--- src/shared/logic_blocks_pkg.sv ---
// Constants, modes and register map of the binary logic block set.
// Assumes a 200 MHz pclk and an APB master with 32-bit data.
package logic_blocks_pkg;

	// Instance limits.
	localparam int MAX_TIMERS = 6;
	localparam int MAX_COND   = 6;
	localparam int MAX_NV     = 4;
	localparam int NUM_FLASH  = 3;

	// Clock and timing.
	localparam int CLK_HZ           = 200_000_000;
	localparam int TICK_MS          = 100;
	localparam int TICK_CYCLES_DEF  = TICK_MS * (CLK_HZ / 1000);
	localparam int TICK_CNT_W       = 25;
	localparam int FLASH_HALF_MS    = 500;
	localparam int FLASH_HALF_TICKS = FLASH_HALF_MS / TICK_MS;
	localparam int FLASH_CNT_W      = 3;

	// Timer duration word, in 100 ms steps.
	localparam int             DUR_W       = 16;
	localparam logic [15:0]    DUR_DEFAULT = 16'h0000;

	// Register map.
	localparam int          ADDR_W         = 12;
	localparam logic [11:0] TIMER_CFG_BASE = 12'h000;
	localparam logic [11:0] TIMER_VAL_BASE = 12'h020;
	localparam logic [11:0] COND_TYPE_OFS  = 12'h040;
	localparam logic [11:0] NV_TYPE_OFS    = 12'h044;
	localparam logic [11:0] STATUS_OFS     = 12'h048;
	localparam logic [11:0] REG_STRIDE     = 12'h004;

	// Field positions.
	localparam int TCFG_DUR_LSB  = 0;
	localparam int TCFG_MODE_LSB = 16;
	localparam int MODE_W        = 2;
	localparam int ST_TIMER_LSB  = 0;
	localparam int ST_COND_LSB   = 8;
	localparam int ST_NV_LSB     = 16;
	localparam int ST_FLASH_LSB  = 24;

	typedef enum logic [1:0] {
		TMR_ON_DELAY,
		TMR_ON_DELAY_HOLD,
		TMR_OFF_DELAY,
		TMR_PULSE
	} timer_mode_e;

	typedef enum logic [1:0] {
		COND_PASS,
		COND_INVERT,
		COND_RISE_HOLD,
		COND_FALL_HOLD
	} cond_mode_e;

	localparam logic [1:0] TMR_MODE_DEFAULT  = 2'h0;
	localparam logic [1:0] COND_MODE_DEFAULT = 2'h0;

endpackage
--- src/core/binary_conditioner.sv ---
// One signal conditioner or non-volatile element.
// Assumes trig, clear and mode come from logic on pclk.
`timescale 1ns/100ps

module binary_conditioner
	import logic_blocks_pkg::*;
(
	// Clock and reset.
	input  wire logic       pclk,
	input  wire logic       presetn,
	// Element inputs.
	input  wire logic       trig,
	input  wire logic       clear,
	input  wire logic [1:0] mode,
	// Restore from persistent storage.
	input  wire logic       restore_en,
	input  wire logic       restore_val,
	// Element output.
	output logic            q
);

	typedef struct packed {
		logic trig_q;
		logic q;
	} cond_state_s;

	cond_state_s s;
	cond_state_s next_s;

	always_comb begin
		next_s        = s;
		next_s.trig_q = trig;
		if (clear) begin
			next_s.q = 1'b0;
		end else if (restore_en) begin
			next_s.q = restore_val;
		end else begin
			unique case (cond_mode_e'(mode))
				COND_PASS: begin
					next_s.q = trig;
				end
				COND_INVERT: begin
					next_s.q = ~trig & ~clear;
				end
				COND_RISE_HOLD: begin
					if (trig & ~s.trig_q) begin
						next_s.q = 1'b1;
					end
				end
				COND_FALL_HOLD: begin
					if (~trig & s.trig_q) begin
						next_s.q = 1'b1;
					end
				end
			endcase
		end
	end

	always_ff @(posedge pclk or negedge presetn) begin
		if (!presetn) begin
			s <= '0;
		end else begin
			s <= next_s;
		end
	end

	assign q = s.q;

endmodule

--- src/core/timer_signal_logic.sv ---
// Timers, signal conditioners, non-volatile elements and flashers with an APB slave.
// Assumes all element inputs come from logic on pclk; nv_saved is held stable
// by the persistent store from reset release onward.
`timescale 1ns/100ps

// Summary of operation
// - A timer output stays 0 while its reset input is active.
// - An active timer reset clears its elapsed time to zero.
// - Timer modes: on-delay, on-delay held, off-delay, fixed pulse.
// - Timer duration counts 100 ms steps from 0 to 6553.5 s, default 0.
// - Each timer elapsed time is a readable word output and register.
// - Trigger and reset are levels; pulse mode starts on a rising edge.
// - Timer count is a parameter of up to six.
// - Conditioner modes: pass, invert, rising-edge hold, falling-edge hold.
// - Conditioner reset clears output and held state; output stays 0.
// - Inverting conditioner acts as NOR of trigger and reset.
// - Non-volatile elements act as conditioners, state restored after supply loss.
// - Up to four non-volatile elements.
// - Up to six conditioners, each with trigger, reset, mode, output.
// - A flasher toggles at 1 Hz while its input is high, else 0.
// - Three independent flashers.
module timer_signal_logic
	import logic_blocks_pkg::*;
#(
	parameter int NUM_TIMERS  = MAX_TIMERS,
	parameter int NUM_COND    = MAX_COND,
	parameter int NUM_NV      = MAX_NV,
	parameter int TICK_CYCLES = TICK_CYCLES_DEF
) (
	// Clock and reset.
	input  wire logic                              pclk,
	input  wire logic                              presetn,
	// APB slave.
	input  wire logic                              psel,
	input  wire logic                              penable,
	input  wire logic                              pwrite,
	input  wire logic [ADDR_W-1:0]                 paddr,
	input  wire logic [31:0]                       pwdata,
	output logic [31:0]                            prdata,
	output logic                                   pready,
	output logic                                   pslverr,
	// Timers.
	input  wire logic [NUM_TIMERS-1:0]             timer_trig,
	input  wire logic [NUM_TIMERS-1:0]             timer_clear,
	output logic      [NUM_TIMERS-1:0]             timer_out,
	output logic      [NUM_TIMERS-1:0][DUR_W-1:0]  timer_elapsed,
	// Signal conditioners.
	input  wire logic [NUM_COND-1:0]               cond_trig,
	input  wire logic [NUM_COND-1:0]               cond_clear,
	output logic      [NUM_COND-1:0]               cond_out,
	// Non-volatile elements.
	input  wire logic [NUM_NV-1:0]                 nv_trig,
	input  wire logic [NUM_NV-1:0]                 nv_clear,
	input  wire logic [NUM_NV-1:0]                 nv_saved,
	output logic      [NUM_NV-1:0]                 nv_out,
	// Flashers.
	input  wire logic [NUM_FLASH-1:0]              flash_in,
	output logic      [NUM_FLASH-1:0]              flash_out
);

	typedef struct packed {
		logic [31:0]                            prdata;
		logic                                   pready;
		logic                                   pslverr;
		logic [TICK_CNT_W-1:0]                  tick_cnt;
		logic                                   tick;
		logic [NUM_TIMERS-1:0][DUR_W-1:0]       dur;
		logic [NUM_TIMERS-1:0][MODE_W-1:0]      tmode;
		logic [NUM_TIMERS-1:0][DUR_W-1:0]       elapsed;
		logic [NUM_TIMERS-1:0]                  run;
		logic [NUM_TIMERS-1:0]                  tout;
		logic [NUM_TIMERS-1:0]                  trig_q;
		logic [NUM_COND-1:0][MODE_W-1:0]        cmode;
		logic [NUM_NV-1:0][MODE_W-1:0]          nmode;
		logic [NUM_FLASH-1:0][FLASH_CNT_W-1:0]  fcnt;
		logic [NUM_FLASH-1:0]                   fout;
		logic                                   restore;
	} core_state_s;

	core_state_s                      s;
	core_state_s                      next_s;
	logic                             access;
	logic                             hit;
	logic                             wr_commit;
	logic [31:0]                      rdata;
	logic [NUM_COND-1:0]              cond_q;
	logic [NUM_NV-1:0]                nv_q;

	always_comb begin
		next_s    = s;
		access    = psel & penable;
		hit       = 1'b0;
		rdata     = 32'h0000_0000;
		wr_commit = 1'b0;

		// Address decode and read data.
		for (int i = 0; i < NUM_TIMERS; i++) begin
			if (paddr == ADDR_W'(TIMER_CFG_BASE + REG_STRIDE * i)) begin
				hit = 1'b1;
				rdata[TCFG_DUR_LSB +: DUR_W]   = s.dur[i];
				rdata[TCFG_MODE_LSB +: MODE_W] = s.tmode[i];
			end
			if (paddr == ADDR_W'(TIMER_VAL_BASE + REG_STRIDE * i)) begin
				hit = 1'b1;
				rdata[DUR_W-1:0] = s.elapsed[i];
			end
		end
		if (paddr == COND_TYPE_OFS) begin
			hit = 1'b1;
			rdata[NUM_COND*MODE_W-1:0] = s.cmode;
		end
		if (paddr == NV_TYPE_OFS) begin
			hit = 1'b1;
			rdata[NUM_NV*MODE_W-1:0] = s.nmode;
		end
		if (paddr == STATUS_OFS) begin
			hit = 1'b1;
			rdata[ST_TIMER_LSB +: NUM_TIMERS] = s.tout;
			rdata[ST_COND_LSB +: NUM_COND]    = cond_q;
			rdata[ST_NV_LSB +: NUM_NV]        = nv_q;
			rdata[ST_FLASH_LSB +: NUM_FLASH]  = s.fout;
		end

		// One wait state, then the answer; unmapped addresses answer with an error.
		next_s.pready  = access & ~s.pready;
		next_s.pslverr = access & ~s.pready & ~hit;
		if (access & ~s.pready) begin
			next_s.prdata = (hit & ~pwrite) ? rdata : 32'h0000_0000;
		end
		wr_commit = access & s.pready & pwrite & hit;

		// Register writes take effect at the completing edge.
		if (wr_commit) begin
			for (int i = 0; i < NUM_TIMERS; i++) begin
				if (paddr == ADDR_W'(TIMER_CFG_BASE + REG_STRIDE * i)) begin
					next_s.dur[i]   = pwdata[TCFG_DUR_LSB +: DUR_W];
					next_s.tmode[i] = pwdata[TCFG_MODE_LSB +: MODE_W];
				end
			end
			if (paddr == COND_TYPE_OFS) begin
				next_s.cmode = pwdata[NUM_COND*MODE_W-1:0];
			end
			if (paddr == NV_TYPE_OFS) begin
				next_s.nmode = pwdata[NUM_NV*MODE_W-1:0];
			end
		end

		// Device tick of 100 ms.
		if (s.tick_cnt == TICK_CNT_W'(TICK_CYCLES - 1)) begin
			next_s.tick_cnt = '0;
			next_s.tick     = 1'b1;
		end else begin
			next_s.tick_cnt = s.tick_cnt + 1'b1;
			next_s.tick     = 1'b0;
		end

		// Timers.
		for (int i = 0; i < NUM_TIMERS; i++) begin
			next_s.trig_q[i] = timer_trig[i];
			if (timer_clear[i]) begin
				next_s.elapsed[i] = '0;
				next_s.run[i]     = 1'b0;
				next_s.tout[i]    = 1'b0;
			end else begin
				unique case (timer_mode_e'(s.tmode[i]))
					TMR_ON_DELAY: begin
						if (timer_trig[i]) begin
							if (s.tick && s.elapsed[i] < s.dur[i]) begin
								next_s.elapsed[i] = s.elapsed[i] + 1'b1;
							end
							next_s.tout[i] = (s.elapsed[i] >= s.dur[i]);
						end else begin
							next_s.elapsed[i] = '0;
							next_s.tout[i]    = 1'b0;
						end
					end
					TMR_ON_DELAY_HOLD: begin
						if (timer_trig[i]) begin
							next_s.run[i] = 1'b1;
						end
						if (timer_trig[i] | s.run[i]) begin
							if (s.tick && s.elapsed[i] < s.dur[i]) begin
								next_s.elapsed[i] = s.elapsed[i] + 1'b1;
							end
							if (s.elapsed[i] >= s.dur[i]) begin
								next_s.tout[i] = 1'b1;
							end
						end
					end
					TMR_OFF_DELAY: begin
						if (timer_trig[i]) begin
							next_s.elapsed[i] = '0;
							next_s.run[i]     = 1'b1;
							next_s.tout[i]    = 1'b1;
						end else if (s.run[i]) begin
							if (s.elapsed[i] >= s.dur[i]) begin
								next_s.run[i]  = 1'b0;
								next_s.tout[i] = 1'b0;
							end else if (s.tick) begin
								next_s.elapsed[i] = s.elapsed[i] + 1'b1;
							end
						end
					end
					TMR_PULSE: begin
						if (timer_trig[i] & ~s.trig_q[i]) begin
							next_s.elapsed[i] = '0;
							next_s.run[i]     = 1'b1;
							next_s.tout[i]    = 1'b1;
						end else if (s.run[i]) begin
							if (s.elapsed[i] >= s.dur[i]) begin
								next_s.run[i]  = 1'b0;
								next_s.tout[i] = 1'b0;
							end else if (s.tick) begin
								next_s.elapsed[i] = s.elapsed[i] + 1'b1;
							end
						end
					end
				endcase
			end
		end

		// Flashers: half period of 500 ms gives 1 Hz.
		for (int i = 0; i < NUM_FLASH; i++) begin
			if (!flash_in[i]) begin
				next_s.fcnt[i] = '0;
				next_s.fout[i] = 1'b0;
			end else if (s.tick) begin
				if (s.fcnt[i] == FLASH_CNT_W'(FLASH_HALF_TICKS - 1)) begin
					next_s.fcnt[i] = '0;
					next_s.fout[i] = ~s.fout[i];
				end else begin
					next_s.fcnt[i] = s.fcnt[i] + 1'b1;
				end
			end
		end

		// Restore from persistent storage only in the first cycle after reset.
		next_s.restore = 1'b0;
	end

	always_ff @(posedge pclk or negedge presetn) begin
		if (!presetn) begin
			s          <= '0;
			s.dur      <= {NUM_TIMERS{DUR_DEFAULT}};
			s.tmode    <= {NUM_TIMERS{TMR_MODE_DEFAULT}};
			s.cmode    <= {NUM_COND{COND_MODE_DEFAULT}};
			s.nmode    <= {NUM_NV{COND_MODE_DEFAULT}};
			s.restore  <= 1'b1;
		end else begin
			s <= next_s;
		end
	end

	// Signal conditioners.
	for (genvar g = 0; g < NUM_COND; g++) begin : g_cond
		binary_conditioner u_cond (
			.pclk        (pclk),
			.presetn     (presetn),
			.trig        (cond_trig[g]),
			.clear       (cond_clear[g]),
			.mode        (s.cmode[g]),
			.restore_en  (1'b0),
			.restore_val (1'b0),
			.q           (cond_q[g])
		);
	end

	// Non-volatile elements; nv_out feeds the persistent store.
	for (genvar g = 0; g < NUM_NV; g++) begin : g_nv
		binary_conditioner u_nv (
			.pclk        (pclk),
			.presetn     (presetn),
			.trig        (nv_trig[g]),
			.clear       (nv_clear[g]),
			.mode        (s.nmode[g]),
			.restore_en  (s.restore),
			.restore_val (nv_saved[g]),
			.q           (nv_q[g])
		);
	end

	assign prdata        = s.prdata;
	assign pready        = s.pready;
	assign pslverr       = s.pslverr;
	assign timer_out     = s.tout;
	assign timer_elapsed = s.elapsed;
	assign cond_out      = cond_q;
	assign nv_out        = nv_q;
	assign flash_out     = s.fout;

endmodule

--- config.mk ---
export PLATFORM = sky130hd
export DESIGN_NAME = timer_signal_logic
export DESIGN_NICKNAME = d
export VERILOG_FILES = /design/src/shared/logic_blocks_pkg.sv /design/src/core/binary_conditioner.sv /design/src/core/timer_signal_logic.sv
export SDC_FILE = /design/constraint.sdc
export NUM_CORES = 1
export LEC_CHECK = 0
export BUFFER_PORTS_ARGS = -buffer_cell sky130_fd_sc_hd__buf_2
export CORE_AREA = 2 2 303 305
export CTS_BUF_LIST = sky130_fd_sc_hd__clkbuf_8
export DETAILED_ROUTE_END_ITERATION = 10
export DIE_AREA = 0 0 305 307
export HOLD_SLACK_MARGIN = 0.08
export PLACE_DENSITY = 0.41
export SLEW_MARGIN = 10
export SYNTH_ARGS = -nofsm -noshare
export SYNTH_HDL_FRONTEND = slang
export SYNTH_SLANG_ARGS = --single-unit
--- constraint.sdc ---
create_clock -name pclk -period 2.95 [get_ports pclk]
set_input_delay 0.4425 -clock pclk [delete_from_list [all_inputs] [get_ports pclk]]
set_output_delay 0.4425 -clock pclk [all_outputs]
set_load 0.02 [all_outputs]
* After elaboration in Yosys (flattened, before gate mapping)
Index checks and enable logic that the tools add are counted.
Cells by class: $add $sub $neg 10, $lt $le $gt $ge 12, equality and inequality tests 110, mux-type cells 253, bitwise operators 91, reductions and logical operators 62
Operators with widths (number):
- 2-to-1 mux 16 bit | 60
- one-hot mux 16 bit (4 select lines) | 6
- 2-to-1 mux 1 bit | 142
- 2-to-1 mux 18 bit | 6
- adder 16 x 1 -> 16 bit, second input constant | 6
- greater-or-equal comparator 16 bit | 6
- less-than comparator 16 bit | 6
- == test 12 x 6 -> 1 bit, second input constant | 6
- AND reduction 2 bit | 33
- == test 2 bit, second input constant | 32
- one-hot mux 1 bit (4 select lines) | 16
- != test 3 bit, second input constant | 18
- bitwise AND 1 bit | 43
- inverter 1 bit | 42
- == test 12 x 7 -> 1 bit, second input constant | 3
- != test 3 x 2 -> 1 bit, second input constant | 12
- == test 2 x 1 -> 1 bit, second input constant | 16
- zero test 2 bit | 16
- != test 4 x 3 -> 1 bit, second input constant | 8
- 2-to-1 mux 3 bit | 10
- 2-to-1 mux 27 bit | 1
- 2-to-1 mux 26 bit | 1
- adder 25 x 1 -> 25 bit, second input constant | 1
- == test 25 bit, second input constant | 1
- 15 further kinds | 47
Word-level totals: register bits after elaboration 335, input bits 88, output and inout port bits 149, word-level logic and storage cells 611

* Depth between registers and ports, before layout
depth after elaboration 18, mapped depth 12, depth with buffers taken out 10

* Hierarchy
From an unflattened synthesis, not the netlist that was laid out.
Unflattened totals: cells, all modules 2482, area, all modules 21735.8 µm²
By module, submodules not included:
- timer_signal_logic | instances 1, cells each 2402, area each 20747.4 µm², seq. area each 7658.6 µm²
- binary_conditioner | instances 10, cells each 8, area each 98.8 µm², seq. area each 50.0 µm²

* Least setup slack after synthesis
No wires, ideal clock.
kind register to register, from reg s (netlist bit timer_elapsed[41]), to reg s (netlist bit timer_elapsed[45]), setup time 0.126 ns, arrival time 2.644 ns, required time 2.824 ns, slack 0.180 ns, cell stages (with the launch flop) 10, path buffers 0, clock period less this slack 2.770 ns, cells stage by stage dfrtp_1 ha_1 and4_1 a2111oi_0 o21a_1 a41oi_2 nor3_2 a31oi_1 o21a_1 a311o_1
On the way: word-level cells in the longest chain between the ends 7, elaborated cells between the ends (all ways) 14, those cells by class add/sub (1); order compare (2); mux (10); reduce/logical (1)
Ends and longest elaborated chain:
- start, declared | line timer_signal_logic.sv:80 | core_state_s s;
- start signal, assigned | line timer_signal_logic.sv:250 | s <= next_s;
- adder 16 x 1 -> 16 bit
- 2-to-1 mux 16 bit | line timer_signal_logic.sv:199, timer_signal_logic.sv:213
- 2-to-1 mux 16 bit | line timer_signal_logic.sv:196 | if (s.elapsed[i] >= s.dur[i]) begin
- 2-to-1 mux 16 bit | line timer_signal_logic.sv:195 | end else if (s.run[i]) begin
- 2-to-1 mux 16 bit, on equally long branches | line timer_signal_logic.sv:205, timer_signal_logic.sv:191
- one-hot mux 16 bit (4 select lines) * | line timer_signal_logic.sv:165 | unique case (timer_mode_e'(s.tmode[i]))
- 2-to-1 mux 16 bit * | line timer_signal_logic.sv:160 | if (timer_clear[i]) begin
Every way passes the cells marked *; elsewhere a longest branch is shown, timed or not. The select of a mux whose other input is x is not followed. A chain may end at the register's enable or synchronous reset.

* Worst setup path after layout
from reg s[221] (netlist bit), to reg s (netlist bit timer_elapsed[60])
On the way: word-level cells in the longest chain between the ends 6, elaborated cells between the ends (all ways) 12, those cells by class order compare (2); mux (9); reduce/logical (1)
Ends and longest elaborated chain:
- greater-or-equal comparator 16 bit or less-than comparator 16 bit (tied branches)
- 2-to-1 mux 16 bit or logical AND 1 bit (tied branches)
- 2-to-1 mux 16 bit, on equally long branches (2 in a row)
- one-hot mux 16 bit (4 select lines) *
- 2-to-1 mux 16 bit *
Marked as above.

==> metrics.csv <==
stage,metric,value,unit
timing,max-slew violations,0,
floorplanning,core area,0.0907,sq mm
critical_path,Crit Path Max Fanout,4,
route,Initial DRC Count,1580,
cts,clock root cell,clkbuf_8,
place,I/O Buffers,213,
power,Seq pwr share,44.3,%
critical_path,CP startpoint kind,flop,
power,NetSw,2.88,mW
synthesis,top cell type's share of synthesized area,36.2,%
timing,PnR worst setup slack,0.0182,ns
route,Residual DRC,0,
floorplanning,die width,305,microns
grt,GRT Total Usage,20.3,%
critical_path,Worst path top cell family by delay,simple AND/OR/NAND/NOR gates,
timing,hold_ws,0.157,ns
grt,antenna violations before repair,5,
cts,clk_lat worst skew,0.71,ns
route,via count,21693,
floorplanning,die area,0.0936,sq mm
cells_and_area,"commonest non-fill, non-tap cells in the layout","dfrtp_1, nand2_1, buf_4, o21ai_0, buf_2",
route,wire per inst,23.0,microns
critical_path,CP required,3.52,ns
critical_path,crit path cell chain,inv_1 > ha_1 > nand4_1 > inv_1 > a21oi_1 > nand4_1 > buf_4 > or3_1 > a311oi_1 > nor3_1 > a2bb2oi_1,
grt,largest net degree at the start of global routing,66,
critical_path,CP arrival,3.50,ns
synthesis,register area share after synthesis,36.3,%
floorplanning,Initial Utilization,24.8,%
route,Total Routed Length,96800,microns
route,DR top layer,met5,
synthesis,most common flop cell mapped by yosys,dfrtp_1,
critical_path,CP Depth,11,
synthesis,number of synthesized flops with an enable pin,0,
route,Initial DRT Pass Iterations,7,
route,M1 wire length,44600,microns
power,worst vdd rail ir drop,0.000272,V
status,outcome,completed,
cells_and_area,layout cells sized above 1,23.5,%
cells_and_area,Final Core Density,30.4,%
power,Clock power frac,47.9,%
timing,RSZ-0062 raised after global routing,true,
route,post-DR vias/cell,5.15,
timing,Slew headroom,54.0,%
grt,global-route wire length before repair,143000,microns
critical_path,Worst Path Buf+Inv,3,
route,antenna-violating nets left,0,
cts,clock sinks,326,
critical_path,Setup crit end,timer_elapsed[60]$_DFFE_PN0P_,
min_path,HP Start,timer_trig[3],
synthesis,Syn Area/Cell,8.59,sq um
cts,CTS H-tree lvls,3,
critical_path,Reg-to-Reg End,timer_elapsed[60]$_DFFE_PN0P_,
critical_path,r2r setup slk,0.02,ns
timing,Final Cycle Share,99.4,%
synthesis,YS warnings,0,
timing,Max Clk Rate,341,MHz
synthesis,cell taking the most area after synthesis,dfrtp_1,
place,Final HPWL DP,75000,microns
cells_and_area,"commonest non-fill, non-tap cell in the layout",dfrtp_1,
grt,grt ovf,0,
cts,Max Root-Sink Buffers,3,
place,Setup WS pre-CTS,-0.100,ns
job,total of max-cap violations,0,
min_path,Hold Crit Class,in -> reg,
cts,TritonCTS clock tree,done,
cts,total CTS buffers,67,
critical_path,"slowest stage delay, CP",0.44,ns
cts,clk slew on worst S/H paths,0.06,ns
route,met3 WL,5570,microns
timing,Layout Skew,0.0636,ns
place,RePlAce Congestion,0.922,
critical_path,FF-to-FF path depth,11,
critical_path,Setup crit start,s[221]$_DFFE_PN0P_,
floorplanning,IO Pins,237,
timing,Worst Tran Pin Value,0.683,ns
timing,clock period minus final worst setup slack,2.93,ns
critical_path,Setup CP Type,reg -> reg,
cells_and_area,Layout Nets,3181,
power,power per cell area,373,mW/mm^2
route,WL met2,44300,microns
power,combinational power share,7.8,%
timing,Fin. Hold Viols,0,
critical_path,Reg-to-Reg Start,s[221]$_DFFE_PN0P_,
floorplanning,die extent in y,307,microns
critical_path,slowest CP cell,or3_1,
synthesis,number of synthesized register bits,326,
floorplanning,Rows,111,
power,Pleak,13.0,nW
timing,final setup vio count,0,
synthesis,"FFs w/ async S/R, synth",100,%
critical_path,CP Capture Type,flop,
power,Internal,7.39,mW
synthesis,synth top area cells,"dfrtp_1, ha_1, o21ai_0, buf_4, nand2_1",
synthesis,cell count after synthesis,2618,
grt,vias in the first global route,21272,
cells_and_area,Layout area overhead,22.6,%
synthesis,mapped cell area,0.0225,sq mm
power,switching share of power,28.0,%
synthesis,library cells used by synthesis,97,
-- synth_stat cells, drive strengths merged (7+ instances only) --
cell,number
o22ai,18
dfrtp,325
a21boi,8
ha,121
nand4,46
mux2,67
o21a,16
a31oi,35
nand3,84
a22oi,23
xor2,10
a211oi,37
and4,8
or2,9
a22o,11
xnor2,30
buf,173
o311ai,8
nor4,23
nor2b,42
inv,148
nor3,60
or4,16
nor2,183
clkbuf,84
nand2,281
and2,20
a221oi,19
o211ai,32
nand2b,17
or3,20
and3,34
o21ai,268
mux2i,27
a21o,26
o221ai,10
o31ai,18
a21oi,142
o2111ai,7
a41oi,9
-- layer usage --
layer  track usage (%)  vias to the layer above
met3              3.36                      134
met4              5.77                        2
met1              28.0                    10717
li1                  -                    10134
met2              32.6                      706
met5                 0                        -
-- flip-flops by register name, summed over array words and instances, names as in the netlist, 3 cells and up --
signal / count
flash_out: 3
g_cond.u_cond.q: 6
g_cond.u_cond.s: 6
g_nv.u_nv.q: 4
g_nv.u_nv.s: 4
prdata: 23
s: 176
timer_elapsed: 96
timer_out: 6
-- layout make-up --
class	count	area, sq um
Fill cell	9652	63100
Multi-Input combinational cell	1896	12300
Sequential cell	326	8160
Timing Repair Buffer	533	3670
Tap cell	1186	1480
Clock buffer	82	1130
Inverter	148	556
Clock inverter	38	240
Antenna cell	2	5.00
-- worst min-delay path by stage --
stage,end,slack [ns],cells past startpoint
after floorplan,flash_out[0]$_DFFE_PN0P_,0.15,0
after global placement,s[256]$_DFF_PN0_,0.44,1
after detailed placement,s[256]$_DFF_PN0_,0.46,1
after global routing,s[36]$_DFF_PN0_,0.13,2
after CTS,s[36]$_DFF_PN0_,0.1,2
final,s[36]$_DFF_PN0_,0.16,2
-- cells by family (layout without fill, tap and decap cells) --
group | count (synthesis) | in the layout | synth area share, %
and+or+nand+nor | 860 | 860 | 18.8
AOI/OAI and AO/OA | 766 | 766 | 21.8
buffers and inverters | 405 | 801 | 9.38
DFF | 326 | 326 | 36.3
adders and majority gates | 121 | 121 | 6.73
muxes | 99 | 99 | 5.39
xor gates and xnor gates | 40 | 40 | 1.56
other | 1 | 12 | 0.0167
-- through the flow --
stage               instances  instance area [sq um]  power [mW]  TNS, ns
floorplan                2627                  22500        4.94        0
global placement         4044                  25700        5.38   -0.102
detailed placement       4044                  25700        5.38   -0.100
CTS                      4205                  27500        10.4        0
global route             4210                  27600        10.7   -0.150
finish                   4211                  27600        10.3        0
-- power groups by stage --
stage	Clock (mW)	Combinational [mW]	Sequential, mW
floorplan	0	0.333	4.60
global placement	0	0.756	4.62
detailed placement	0	0.758	4.62
CTS	5.10	0.805	4.54
global route	5.30	0.869	4.54
finish	4.92	0.802	4.55
-- what timing repair did --
| item | 4_1_cts | 5_1_grt |
|---|---|---|
| hold buffers | 41 | 0 |
| resized for setup | 0 | 16 |
| setup endpoints to repair | 0 | 28 |
| endpoints found under the hold margin | 96 | 0 |
| buffers inserted | 0 | 4 |
Power figures use the tool's default switching activity.
